`src/inc/acis_pkg.sv`:
```
// Package holding offsets, field layouts, reset values and source codes for the channel input select block.
package acis_pkg;

  localparam logic [11:0] ACIS_SELECT_OFFSET = 12'h000;
  localparam logic [11:0] ACIS_CONTROL_OFFSET = 12'h004;
  localparam logic [11:0] ACIS_STATUS_OFFSET = 12'h008;

  localparam int ACIS_MUXA_POS_BIT = 0;
  localparam int ACIS_MUXA_NEG_LSB = 1;
  localparam int ACIS_MUXB_POS_BIT = 8;
  localparam int ACIS_MUXB_NEG_LSB = 9;
  localparam int ACIS_CTL_TWELVE_BIT = 0;
  localparam int ACIS_CTL_OPAMP_LSB = 1;
  localparam int ACIS_CTL_CMP_LSB = 4;
  localparam int ACIS_CTL_ACTIVE_MUX = 7;

  localparam logic [15:0] ACIS_SELECT_MASK = 16'h0707;
  // In twelve-bit mode only the multiplexer A positive select bit stays implemented.
  localparam logic [15:0] ACIS_SELECT_MASK_12B = 16'h0001;
  localparam logic [15:0] ACIS_SELECT_RESET = 16'h0000;
  localparam logic [7:0] ACIS_CONTROL_RESET = 8'h00;
  localparam logic [7:0] ACIS_CONTROL_MASK = 8'hFF;

  // Source codes driven to the analog multiplexers.
  localparam logic [4:0] ACIS_SRC_AN0 = 5'h00;
  localparam logic [4:0] ACIS_SRC_AN1 = 5'h01;
  localparam logic [4:0] ACIS_SRC_AN2 = 5'h02;
  localparam logic [4:0] ACIS_SRC_AN3 = 5'h03;
  localparam logic [4:0] ACIS_SRC_AN6 = 5'h06;
  localparam logic [4:0] ACIS_SRC_AN7 = 5'h07;
  localparam logic [4:0] ACIS_SRC_AN8 = 5'h08;
  localparam logic [4:0] ACIS_SRC_AN9 = 5'h09;
  localparam logic [4:0] ACIS_SRC_AN10 = 5'h0A;
  localparam logic [4:0] ACIS_SRC_AN11 = 5'h0B;
  localparam logic [4:0] ACIS_SRC_OA1 = 5'h11;
  localparam logic [4:0] ACIS_SRC_OA2 = 5'h12;
  localparam logic [4:0] ACIS_SRC_OA3 = 5'h13;
  localparam logic [4:0] ACIS_SRC_CMP_BASE = 5'h14;
  localparam logic [4:0] ACIS_SRC_LOW_REFERENCE = 5'h1F;

endpackage

```
`src/core/acis_top.sv`:
```
// Top of the channel 1, 2, 3 input select register with its source decode.
//
// Added by the designer: the address map and the APB interface to the registers.
`timescale 1ns/100ps
`default_nettype none
module acis_top
  import acis_pkg::*;
(
  // Clock, reset and enable
  input wire logic CLK,
  input wire logic RESETN,
  input wire logic CE,
  // APB
  input wire logic PSEL,
  input wire logic PENABLE,
  input wire logic PWRITE,
  input wire logic [11:0] PADDR,
  input wire logic [31:0] PWDATA,
  output logic [31:0] PRDATA,
  output logic PREADY,
  output logic PSLVERR,
  // Sample multiplexer in use, 1 selects B
  input wire logic MUX_B_ACTIVE,
  // Channel sources
  output logic [4:0] CH1_POS,
  output logic [4:0] CH2_POS,
  output logic [4:0] CH3_POS,
  output logic [4:0] CH1_NEG,
  output logic [4:0] CH2_NEG,
  output logic [4:0] CH3_NEG
);

  logic [15:0] select_ff;
  logic [7:0] control_ff;
  logic [31:0] rdata_ff;
  logic [4:0] ch1p_ff, ch2p_ff, ch3p_ff, ch1n_ff, ch2n_ff, ch3n_ff;

  logic rdy, err, wr_sel, wr_ctl, rd_acc;
  logic [1:0] rd_idx;

  acis_apb_slave u_bus (
    .psel(PSEL),
    .penable(PENABLE),
    .pwrite(PWRITE),
    .paddr(PADDR),
    .pready(rdy),
    .pslverr(err),
    .wr_select(wr_sel),
    .wr_control(wr_ctl),
    .rd_access(rd_acc),
    .rd_index(rd_idx)
  );

  // A frozen block must not complete a transfer, or a write would be lost.
  assign PREADY = rdy & CE;
  assign PSLVERR = err & CE;

  wire logic twelve_bit = control_ff[ACIS_CTL_TWELVE_BIT];
  wire logic [2:0] opamp_en = control_ff[ACIS_CTL_OPAMP_LSB +: 3];
  wire logic [2:0] cmp_en = control_ff[ACIS_CTL_CMP_LSB +: 3];

  // Fields that vanish in twelve-bit mode read as zero and decode as zero.
  wire logic [15:0] live_mask = twelve_bit ? ACIS_SELECT_MASK_12B : ACIS_SELECT_MASK;
  wire logic [15:0] select_vis = select_ff & live_mask;
  wire logic [15:0] nxt_select = PWDATA[15:0] & live_mask;
  wire logic [7:0] nxt_control = PWDATA[7:0] & ACIS_CONTROL_MASK;

  wire logic [31:0] status_word = {16'h0000, 2'b00, ch1n_ff, ch1p_ff, MUX_B_ACTIVE, 3'b000};
  wire logic [31:0] nxt_rdata = (rd_idx == 2'd0) ? {16'h0000, select_vis} :
                                (rd_idx == 2'd1) ? {24'h000000, control_ff} :
                                (rd_idx == 2'd2) ? status_word : 32'h00000000;

  logic [4:0] a1p, a2p, a3p, a1n, a2n, a3n, b1p, b2p, b3p, b1n, b2n, b3n;

  acis_chan_decode u_mux_a (
    .pos_sel(select_vis[ACIS_MUXA_POS_BIT]),
    .neg_sel(select_vis[ACIS_MUXA_NEG_LSB +: 2]),
    .opamp_en(opamp_en),
    .cmp_en(cmp_en),
    .ch1_pos(a1p),
    .ch2_pos(a2p),
    .ch3_pos(a3p),
    .ch1_neg(a1n),
    .ch2_neg(a2n),
    .ch3_neg(a3n)
  );

  acis_chan_decode u_mux_b (
    .pos_sel(select_vis[ACIS_MUXB_POS_BIT]),
    .neg_sel(select_vis[ACIS_MUXB_NEG_LSB +: 2]),
    .opamp_en(opamp_en),
    .cmp_en(cmp_en),
    .ch1_pos(b1p),
    .ch2_pos(b2p),
    .ch3_pos(b3p),
    .ch1_neg(b1n),
    .ch2_neg(b2n),
    .ch3_neg(b3n)
  );

  wire logic use_b = MUX_B_ACTIVE;

  always_ff @(posedge CLK or negedge RESETN) begin
    if (!RESETN) begin
      select_ff <= ACIS_SELECT_RESET;
      control_ff <= ACIS_CONTROL_RESET;
    end else if (CE) begin
      if (wr_sel) begin
        select_ff <= nxt_select;
      end
      if (wr_ctl) begin
        control_ff <= nxt_control;
      end
    end
  end

  always_ff @(posedge CLK or negedge RESETN) begin
    if (!RESETN) begin
      rdata_ff <= 32'h00000000;
    end else if (CE && PSEL && !PENABLE && !PWRITE) begin
      rdata_ff <= nxt_rdata;
    end
  end

  always_ff @(posedge CLK or negedge RESETN) begin
    if (!RESETN) begin
      ch1p_ff <= ACIS_SRC_AN0;
      ch2p_ff <= ACIS_SRC_AN1;
      ch3p_ff <= ACIS_SRC_AN2;
      ch1n_ff <= ACIS_SRC_LOW_REFERENCE;
      ch2n_ff <= ACIS_SRC_LOW_REFERENCE;
      ch3n_ff <= ACIS_SRC_LOW_REFERENCE;
    end else if (CE) begin
      ch1p_ff <= use_b ? b1p : a1p;
      ch2p_ff <= use_b ? b2p : a2p;
      ch3p_ff <= use_b ? b3p : a3p;
      ch1n_ff <= use_b ? b1n : a1n;
      ch2n_ff <= use_b ? b2n : a2n;
      ch3n_ff <= use_b ? b3n : a3n;
    end
  end

  assign PRDATA = rdata_ff;
  assign CH1_POS = ch1p_ff;
  assign CH2_POS = ch2p_ff;
  assign CH3_POS = ch3p_ff;
  assign CH1_NEG = ch1n_ff;
  assign CH2_NEG = ch2n_ff;
  assign CH3_NEG = ch3n_ff;

endmodule
`default_nettype wire

```
`src/core/acis_chan_decode.sv`:
```
// Decoder from the select fields to the three channel source codes for one multiplexer.
`timescale 1ns/100ps
`default_nettype none
module acis_chan_decode
  import acis_pkg::*;
(
  // Select fields
  input wire logic pos_sel,
  input wire logic [1:0] neg_sel,
  // Op amp and comparator enables, index 0 is unit 1
  input wire logic [2:0] opamp_en,
  input wire logic [2:0] cmp_en,
  // Channel sources
  output logic [4:0] ch1_pos,
  output logic [4:0] ch2_pos,
  output logic [4:0] ch3_pos,
  output logic [4:0] ch1_neg,
  output logic [4:0] ch2_neg,
  output logic [4:0] ch3_neg
);

  // A shared pin follows its op amp, else its comparator claim, else stays a plain pin.
  function automatic logic [4:0] shared_src(input logic [4:0] pin, input logic [4:0] oa, input logic oa_on,
                                            input logic cmp_on, input logic [4:0] cmp_src);
    shared_src = oa_on ? oa : (cmp_on ? cmp_src : pin);
  endfunction

  wire logic [4:0] src_an0 = shared_src(ACIS_SRC_AN0, ACIS_SRC_OA2, opamp_en[1], cmp_en[1], ACIS_SRC_CMP_BASE + 5'h01);
  wire logic [4:0] src_an3 = shared_src(ACIS_SRC_AN3, ACIS_SRC_OA1, opamp_en[0], cmp_en[0], ACIS_SRC_CMP_BASE);
  wire logic [4:0] src_an6 = shared_src(ACIS_SRC_AN6, ACIS_SRC_OA3, opamp_en[2], cmp_en[2], ACIS_SRC_CMP_BASE + 5'h02);

  assign ch1_pos = pos_sel ? src_an3 : src_an0;
  assign ch2_pos = pos_sel ? src_an0 : ACIS_SRC_AN1;
  assign ch3_pos = pos_sel ? src_an6 : ACIS_SRC_AN2;

  wire logic neg_high = neg_sel == 2'b11;
  wire logic neg_mid = neg_sel == 2'b10;
  assign ch1_neg = neg_high ? ACIS_SRC_AN9 : (neg_mid ? src_an6 : ACIS_SRC_LOW_REFERENCE);
  assign ch2_neg = neg_high ? ACIS_SRC_AN10 : (neg_mid ? ACIS_SRC_AN7 : ACIS_SRC_LOW_REFERENCE);
  assign ch3_neg = neg_high ? ACIS_SRC_AN11 : (neg_mid ? ACIS_SRC_AN8 : ACIS_SRC_LOW_REFERENCE);

endmodule
`default_nettype wire

```
`src/core/acis_apb_slave.sv`:
```
// APB slave front end: decode, zero wait state ready and error on unmapped addresses.
`timescale 1ns/100ps
`default_nettype none
module acis_apb_slave
  import acis_pkg::*;
(
  // APB request
  input wire logic psel,
  input wire logic penable,
  input wire logic pwrite,
  input wire logic [11:0] paddr,
  // Decoded strokes
  output logic pready,
  output logic pslverr,
  output logic wr_select,
  output logic wr_control,
  output logic rd_access,
  output logic [1:0] rd_index
);

  wire logic access = psel & penable;
  wire logic hit_sel = paddr == ACIS_SELECT_OFFSET;
  wire logic hit_ctl = paddr == ACIS_CONTROL_OFFSET;
  wire logic hit_sts = paddr == ACIS_STATUS_OFFSET;
  wire logic mapped = hit_sel | hit_ctl | hit_sts;

  // Always ready in the first access cycle; the top masks this with CE, so the bus waits on this block only while CE is low.
  assign pready = access;
  assign pslverr = access & ~mapped;
  assign wr_select = access & pwrite & hit_sel;
  assign wr_control = access & pwrite & hit_ctl;
  assign rd_access = access & ~pwrite;
  assign rd_index = hit_sel ? 2'd0 : (hit_ctl ? 2'd1 : (hit_sts ? 2'd2 : 2'd3));

endmodule
`default_nettype wire

```
`config.mk`:
```
export PLATFORM = sky130hd
export DESIGN_NAME = acis_top
export DESIGN_NICKNAME = d
export VERILOG_FILES = /design/src/inc/acis_pkg.sv /design/src/core/acis_top.sv /design/src/core/acis_chan_decode.sv /design/src/core/acis_apb_slave.sv
export SDC_FILE = /design/constraint.sdc
export NUM_CORES = 1
export LEC_CHECK = 0
export BUFFER_PORTS_ARGS = -buffer_cell sky130_fd_sc_hd__buf_2
export CAP_MARGIN = 25
export CORE_ASPECT_RATIO = 0.7
export CORE_MARGIN = 4
export CORE_UTILIZATION = 45
export DETAILED_ROUTE_END_ITERATION = 16
export PLACE_DENSITY = 0.74
export REMOVE_ABC_BUFFERS = 1
export SLEW_MARGIN = 25
export SYNTH_ARGS = -nofsm -noshare
export SYNTH_HDL_FRONTEND = slang
export SYNTH_SLANG_ARGS = --single-unit
export TNS_END_PERCENT = 20
```
`constraint.sdc`:
```
create_clock -name CLK -period 3.26 [get_ports CLK]
set_input_delay 0.652 -clock CLK [delete_from_list [all_inputs] [get_ports CLK]]
set_output_delay 0.652 -clock CLK [all_outputs]
set_load 0.03 [all_outputs]
```
==> flow_summary.ini, run 1 <==
[timing]
hold_violations = 0
slew_violations = 0
finalWorstPathRequiredPeriod_ns = 2.84
grt_setup_unrepaired = false
fmax_mhz = 352
fin_setup_tns_ns = 0
worstMarginPinSlew_ns = 0.552
skew_ns = 0.00415
period_share = 0.871
relSlewSlack = 0.632
setup_violations = 0

[critical_path]
cp_slowest_cell = or4_4
critical-path-top-delay-family = simple AND/OR/NAND/NOR gates
crit_fanout = 3
required_ns = 2.61
rr_worst_depth = 3
cp.depth = 5
cp_num_buf_inv = 2
cp_slowest_stage_delay_ns = 0.57
start_kind = input pin
crit_chain = buf_2 > or4_4 > or4_4 > o21a_1 > buf_2
crit_arrival_ns = 2.19
end_kind = output pin
path_class = input pin to output pin

[synthesis]
synth_area_leader_cell = dfrtp_1
netlist_area_sq_um = 2490
synth_area_per_cell_sq_um = 10.6
synth_cells = 236
yosys_warnings = 0
yosysUniqueCellTypes = 43
synth_top_area_share = 0.382
yosysSeqAreaShare = 0.456
synth-seq-cells = 45
synthTopCellsByArea = dfrtp_1 38%, buf_4 9.6%, dfstp_2 7.4%

[job]
drv_cap = 0

[cells_and_area]
n_antenna_cell = 0
regArea_sq_um = 1130
fin_nets = 344
layout_commonest_cell = buf_2
multi_input_area_sq_um = 1100
fillCellCount = 507
layout_common_cells = 68 x buf_2, 38 x dfrtp_1, 24 x nand2_1, 24 x conb_1
area_growth_pct = 12.9
drive_gt1_frac = 0.381

[detailed_routing]
routed_via_density = 5.03
vias = 1840
drtPass1Iterations = 4
wl_per_cell_um = 14.7
wirelength_mm = 5.39
ant_nets = 0
drc_errors = 0
dr.first_iter.drc_count = 153

[clocking]
cts_buffer_depth = 2
h-tree-depth = 2
cts_setup_buffers = 0
clk_latency_ns = 0.29
cts_tree = done
ctsHoldBuffers = 0
post_cts_resize_count = 0
clk_pin_slew_worst_paths_ns = 0.08
cts_made_buffers = 5
cts-root-buf = clkbuf_8
cts_sinks = 45

[power]
p_sw_uw = 270
swShare = 0.257
p_leak_uw = 0.00138
power_uw = 1050
powerDensity_nw_per_um2 = 373
comb_power_share = 0.109
vdd_drop_max_mv = 0.177
pwr-share-clk = 0.354
power.internal_uw = 780
pwr-share-seq = 0.537

[floorplanning]
dieArea_sq_um = 6810
core_sq_um = 5290
die_y_um = 70.2
start_util = 0.471
dieWidth_um = 96.9
ios = 115
rows = 22

[global_route]
grt_pass1_vias = 1747
grt_pass1_wl_mm = 8.86
grt_max_degree = 46
overflow = 0
antenna_found_initial = 0
grt_use_total = 0.160

[placed_design]
place.port_buffers = 69
detailed_place_hpwl_mm = 4.09
gp_congestion = 0.760

[outcome]
outcome = complete, no violations

[min_path]
min_path_type = input pin to asynchronous set/reset pin
power groups by stage:
stage               logic (uW)  registers (uW)  clock network, uW
floorplan                 59.4             580                  0
CTS                        114             564                379
global placement           113             575                  0
global route               125             565                404
detailed placement         114             575                  0
finish                     114             564                372
through the flow:
stage | area [sq um] | cells | worst slack [ns] | util | hold WS, ns
6_report | 2810 | 366 | 0.419 | 0.532 | 0.348
4_1_cts | 2810 | 366 | 0.416 | 0.531 | 0.480
2_1_floorplan | 2240 | 213 | 0.480 | - | 0.356
5_1_grt | 2810 | 366 | 0.388 | 0.532 | 0.386
3_3_place_gp | 2710 | 358 | 0.421 | 0.512 | 0.451
3_5_place_dp | 2710 | 358 | 0.416 | 0.512 | 0.461
layout make-up:
class | count | share of cell area
flip-flops and latches | 45 | 0.404
multi-input cells | 166 | 0.391
repair buffers | 73 | 0.134
clock buffers | 7 | 0.0343
well taps | 72 | 0.0320
inverters | 2 | 0.00267
clock inverters | 1 | 0.00178
logic make-up (layout without fill, tap and decap cells):
group	after synthesis	count (layout)	synth area share
AND/OR/NAND/NOR	74	74	0.175
AO/OA/AOI/OAI	51	51	0.155
buffers and inverters	47	83	0.136
flip-flops	45	45	0.456
multiplexers	17	17	0.0754
other	2	24	0.00302
registers in the layout (all words and copies together), names as in the netlist:
name	cells
control_ff	8
CH1_POS	4
PRDATA	14
CH3_NEG	1
CH1_NEG	5
CH3_POS	3
select_ff	6
CH2_POS	4
layer usage:
metal  GRT usage  wire, um  vias up
met1       0.230      2530      863
met2       0.233      2350       71
met5           0         0        -
met3      0.0509       485        4
li1            -         -      902
met4      0.0374        25        0
cell usage after synthesis, drive strengths merged:
library cell  count
conb              2
mux2             14
o211a             1
o41ai             6
and2              1
o31ai            10
a21oi            10
nand2            24
buf              38
nand2b            2
nor4b             1
a22oi             5
nand3b            3
nor4              2
mux2i             3
or3b              1
and3b             1
nor3              1
nand4             1
o21a              1
dfrtp            38
or4               4
nand4bb           1
dfstp             7
a31oi             5
nand3             1
nor2b            12
o22a              1
o21ai             4
a311o             1
nor3b             3
or4b              1
nor2             14
and3              1
o2bb2ai           5
a22o              2
clkbuf            7
inv               2
path summary, 6_finish.rpt:
check | slack [ns] | from | end
worst max-delay path | 0.42 | PADDR[9] | PSLVERR
worst min-delay path | 0.35 | RESETN | PRDATA[3]
worst max register to register | 1.66 | control_ff[0] | CH2_POS[1]
worst min register to register | 0.48 | PRDATA[11] | PRDATA[11]
max in group asynchronous | 2.53 | RESETN | CH1_NEG[1]
min in group CLK | 0.48 | PRDATA[11] | PRDATA[11]
worst register-to-register path: cells and delay by family (launching register included):
kind            cells  cell delay [ns]
flops               1             0.68
simple gates        2             0.64
compound gates      1             0.15
Power figures use the tool's default switching activity.
==> run 2: changes to the inputs <==
Settings changed: ABC_AREA from default to 1, CTS_CLUSTER_DIAMETER from default to 200, CTS_CLUSTER_SIZE from default to 8.
==> flow_summary.ini, run 2 <==
[outcome]
outcome = complete, no violations

[critical_path]
end_kind = output pin
cp_slowest_stage_delay_ns = 0.28
crit_chain = buf_2 > nor2_1 > nand2_2 > nor2_8 > nand2_1 > nand2_1 > nor2_1 > buf_2
crit_arrival_ns = 1.83
start_kind = input pin
path_class = input pin to output pin
crit_fanout = 18
critical-path-top-delay-family = simple AND/OR/NAND/NOR gates
cp_slowest_cell = nor2_8
required_ns = 2.61
cp_num_buf_inv = 2

[detailed_routing]
routed_via_density = 4.78
drtPass1Iterations = 4
wl_per_cell_um = 13.0
ant_nets = 0
dr.first_iter.drc_count = 161
drc_errors = 0
wirelength_mm = 6.14
vias = 2255

[clocking]
cts_tree = done
clk_latency_ns = 0.30
cts-root-buf = clkbuf_8
ctsHoldBuffers = 0
clk_pin_slew_worst_paths_ns = 0.09
cts_made_buffers = 5
cts_sinks = 45
cts_buffer_depth = 2
post_cts_resize_count = 0
cts_setup_buffers = 0
h-tree-depth = 2

[floorplanning]
rows = 22
die_y_um = 71.3
start_util = 0.478
core_sq_um = 5400
dieWidth_um = 98.5
ios = 115
dieArea_sq_um = 7020

[synthesis]
synth-seq-cells = 45
synth_top_area_share = 0.369
synth_cells = 339
yosysUniqueCellTypes = 25
synthTopCellsByCount = 114 x nand2_1, 38 x dfrtp_1, 36 x nand3_1, 31 x buf_4, 29 x nor2_1
netlist_area_sq_um = 2580
synth.most_common_cell = nand2_1
synth_flop_cell = dfrtp_1
yosysSeqAreaShare = 0.440
synth_area_leader_cell = dfrtp_1
synth_edf_count = 0
async_flop_share = 1.00
synthTopCellsByArea = dfrtp_1 37%, nand2_1 17%, buf_4 9.0%
synth_area_per_cell_sq_um = 7.60
yosys_warnings = 0

[global_route]
grt_pass1_wl_mm = 10.2
grt_pass1_vias = 2082
grt_use_total = 0.179
overflow = 0
grt_max_degree = 46
antenna_found_initial = 0

[power]
comb_power_share = 0.137
powerDensity_nw_per_um2 = 398
p_sw_uw = 332
power.internal_uw = 835
p_leak_uw = 0.00169
pwr-share-seq = 0.495
vdd_drop_max_mv = 0.157
pwr-share-clk = 0.367
swShare = 0.285

[cells_and_area]
area_growth_pct = 13.9
fillCellCount = 547
drive_gt1_frac = 0.260
layout_commonest_cell = nand2_1
largest_reg_flops = 14
layout_common_cells = 114 x nand2_1, 68 x buf_2, 38 x dfrtp_1
n_antenna_cell = 0
fin_nets = 450
utilization = 0.544
instances_no_fill = 472

[timing]
setup_violations = 0
grt_setup_unrepaired = false
slew_violations = 0
worstMarginPinSlew_ns = 0.546
skew_ns = 0.00793
relSlewSlack = 0.636
fin_setup_tns_ns = 0
period_share = 0.762
fmax_mhz = 403
finalWorstPathRequiredPeriod_ns = 2.48
hold_violations = 0

[min_path]
min_path_type = input pin to asynchronous set/reset pin

[placed_design]
dp_cells = 464
detailed_place_hpwl_mm = 4.72
gp_congestion = 0.855
place.port_buffers = 69

[job]
drv_cap = 0
-- run 2: kinds of logic (layout without fill, tap and decap cells) --
kind of cell / Yosys count / after routing / share of synthesized area
buffers and inverters: 68 / 107 / 0.152
other: 2 / 24 / 0.00291
and+or+nand+nor: 191 / 191 / 0.331
DFF: 45 / 45 / 0.440
AOI/OAI and AO/OA: 33 / 33 / 0.0743
-- run 2: final cells by class --
type | count | area (sq um) | area share
inverter | 29 | 109 | 0.0371
clock buffer | 5 | 68.8 | 0.0234
tap | 72 | 90.1 | 0.0307
multi-input combinational | 248 | 1130 | 0.386
sequential | 45 | 1130 | 0.387
clock inverter | 3 | 43.8 | 0.0149
timing repair buffer | 70 | 355 | 0.121
-- run 2: metal layers --
layer | vias up | GRT usage | wire length (um)
met4 | 0 | 0.0500 | 57
met5 | - | 0 | 0
met1 | 1033 | 0.268 | 2900
li1 | 1135 | - | -
met3 | 6 | 0.0467 | 519
met2 | 81 | 0.256 | 2670
-- run 2: stage by stage --
step                      cell area [sq um]  total power (uW)  hold slack, ns  setup WS (ns)
after floorplan                        2380               690           0.356           1.06
after global placement                 2820               747           0.461          0.808
after detailed placement               2820               749           0.465          0.781
after CTS                              2930              1170           0.487          0.776
after global routing                   2940              1210           0.376          0.645
final                                  2940              1170           0.337          0.777
-- run 2: path summary, 6_finish.rpt --
kind / from / to / slack [ns] / cells past startpoint
worst max-delay path: PADDR[11] / PSLVERR / 0.78 / 8
worst min-delay path: RESETN / CH2_POS[1] / 0.34 / 1
worst max register to register: control_ff[0] / CH1_POS[1] / 1.80 / 6
worst min register to register: PRDATA[2] / PRDATA[2] / 0.48 / 2
max in group asynchronous: RESETN / CH1_NEG[2] / 2.55 / 1
min in group CLK: PRDATA[2] / PRDATA[2] / 0.48 / 2
-- run 2: power groups by stage --
stage	registers [uW]	clock network, uW	logic (uW)
final	579	429	160
after global routing	580	456	175
after CTS	579	435	160
after detailed placement	589	0	160
after global placement	588	0	159
after floorplan	618	0	72.2
==> run 3: changes to the inputs <==
Clock period 3.26 ns to 2.4 ns, I/O delays scaled along.
==> flow_summary.ini, run 3 (synthesis results as in run 2) <==
[outcome]
outcome = complete, no violations

[timing]
hold_violations = 0
grt_setup_unrepaired = false
setup_violations = 0
slew_violations = 0
worstMarginPinSlew_ns = 0.541
skew_ns = 0.00878
finalWorstPathRequiredPeriod_ns = 1.96
fin_setup_tns_ns = 0
relSlewSlack = 0.639
fmax_mhz = 510
period_share = 0.816

[cells_and_area]
area_growth_pct = 14.3
n_antenna_cell = 0
fin_area_sq_um = 2950
fillCellCount = 542
layout_commonest_cell = nand2_1
fin_nets = 453
regArea_sq_um = 1130
layout_common_cells = 114 x nand2_1, 69 x buf_2, 38 x dfrtp_1
largest_reg_flops = 14
multi_input_area_sq_um = 1130
drive_gt1_frac = 0.266

[critical_path]
path_class = input pin to output pin
crit_fanout = 5
end_kind = output pin
crit_arrival_ns = 1.48
start_kind = input pin
required_ns = 1.92

[placed_design]
placed_cell_area_sq_um = 2860
detailed_place_hpwl_mm = 4.83
gp_congestion = 0.869
place.port_buffers = 69

[floorplanning]
start_util = 0.478
ios = 115
dieWidth_um = 98.5
die_y_um = 71.3
rows = 22
dieArea_sq_um = 7020
core_sq_um = 5400

[global_route]
grt_pass1_wl_mm = 9.89
overflow = 0
grt_max_degree = 24
antenna_found_initial = 0
grt_use_total = 0.173
grt_pass1_vias = 2067

[clocking]
clk_latency_ns = 0.30
cts-root-buf = clkbuf_8
cts_tree = done
clk_pin_slew_worst_paths_ns = 0.09
cts_buffer_depth = 2
post_cts_resize_count = 0
cts_sinks = 45
h-tree-depth = 2
ctsHoldBuffers = 0
cts_made_buffers = 5
cts_setup_buffers = 0

[power]
p_leak_uw = 0.00170
powerDensity_nw_per_um2 = 504
vdd_drop_max_mv = 0.307

[detailed_routing]
wirelength_mm = 6.11
drc_errors = 0
dr.first_iter.drc_count = 203
routed_via_density = 4.80
wl_per_cell_um = 12.9
vias = 2281
drtPass1Iterations = 4
ant_nets = 0

[min_path]
min_path_type = input pin to asynchronous set/reset pin

[job]
drv_cap = 0
-- run 3: cell count changes in the layout (fill, tap and decap cells not counted), sizes merged --
cell    before  now
buf         70   73
clkinv       1    3
bufinv       1    0
inv         30   29
-- run 3: worst paths after layout --
path                          startpoint       endpoint  slack [ns]  cells after the start
setup reg to reg           control_ff[0]     CH1_POS[1]        1.01                      6
hold / removal                    RESETN     CH2_POS[2]        0.15                      1
min in group CLK               PWDATA[4]  control_ff[4]        0.40                      3
max in group asynchronous         RESETN     CH3_NEG[2]        1.67                      2
hold reg to reg               CH3_POS[0]     CH3_POS[0]        0.48                      2
setup / recovery                PADDR[1]        PSLVERR        0.44                      8
-- run 3: worst max-delay path, cell delays in order --
cell and delay (ns):
buf_2 0.09, nor2_1 0.17, nand2_1 0.10, inv_1 0.16
nand2_1 0.17, nand2_1 0.09, nor2_1 0.04, buf_2 0.17
-- run 3: area by class of cell --
class,instances,area share
clock buffer,5,0.0234
tap,72,0.0306
timing repair buffer,73,0.132
inverter,29,0.0369
clock inverter,3,0.00764
multi-input combinational,248,0.385
sequential,45,0.385
-- run 3: power breakdown --
part | internal, uW | switching [uW] | leakage (uW)
Combinational | 51.6 | 171 | 0.00105
Sequential | 775 | 10.2 | 0.000601
Clock | 207 | 270 | 0.0000481
Total | 1030 | 452 | 0.00170
-- run 3: routing by layer --
metal	vias up	track usage	routed length, um
met1	1045	0.263	2910
met2	91	0.252	2600
li1	1138	-	-
met4	0	0.0318	46
met3	7	0.0438	554
met5	-	0	0
-- run 3: stage by stage --
stage                     worst slack [ns]  std cells   util  hold WS (ns)  power [uW]
after detailed placement             0.440        467  0.529         0.464        1020
after CTS                            0.438        475  0.546         0.172        1500
after floorplan                      0.543        322      -         0.184         938
final                                0.441        475  0.546         0.149        1480
after global placement               0.461        467  0.529         0.461        1020
after global routing                 0.318        475  0.546         0.195        1550
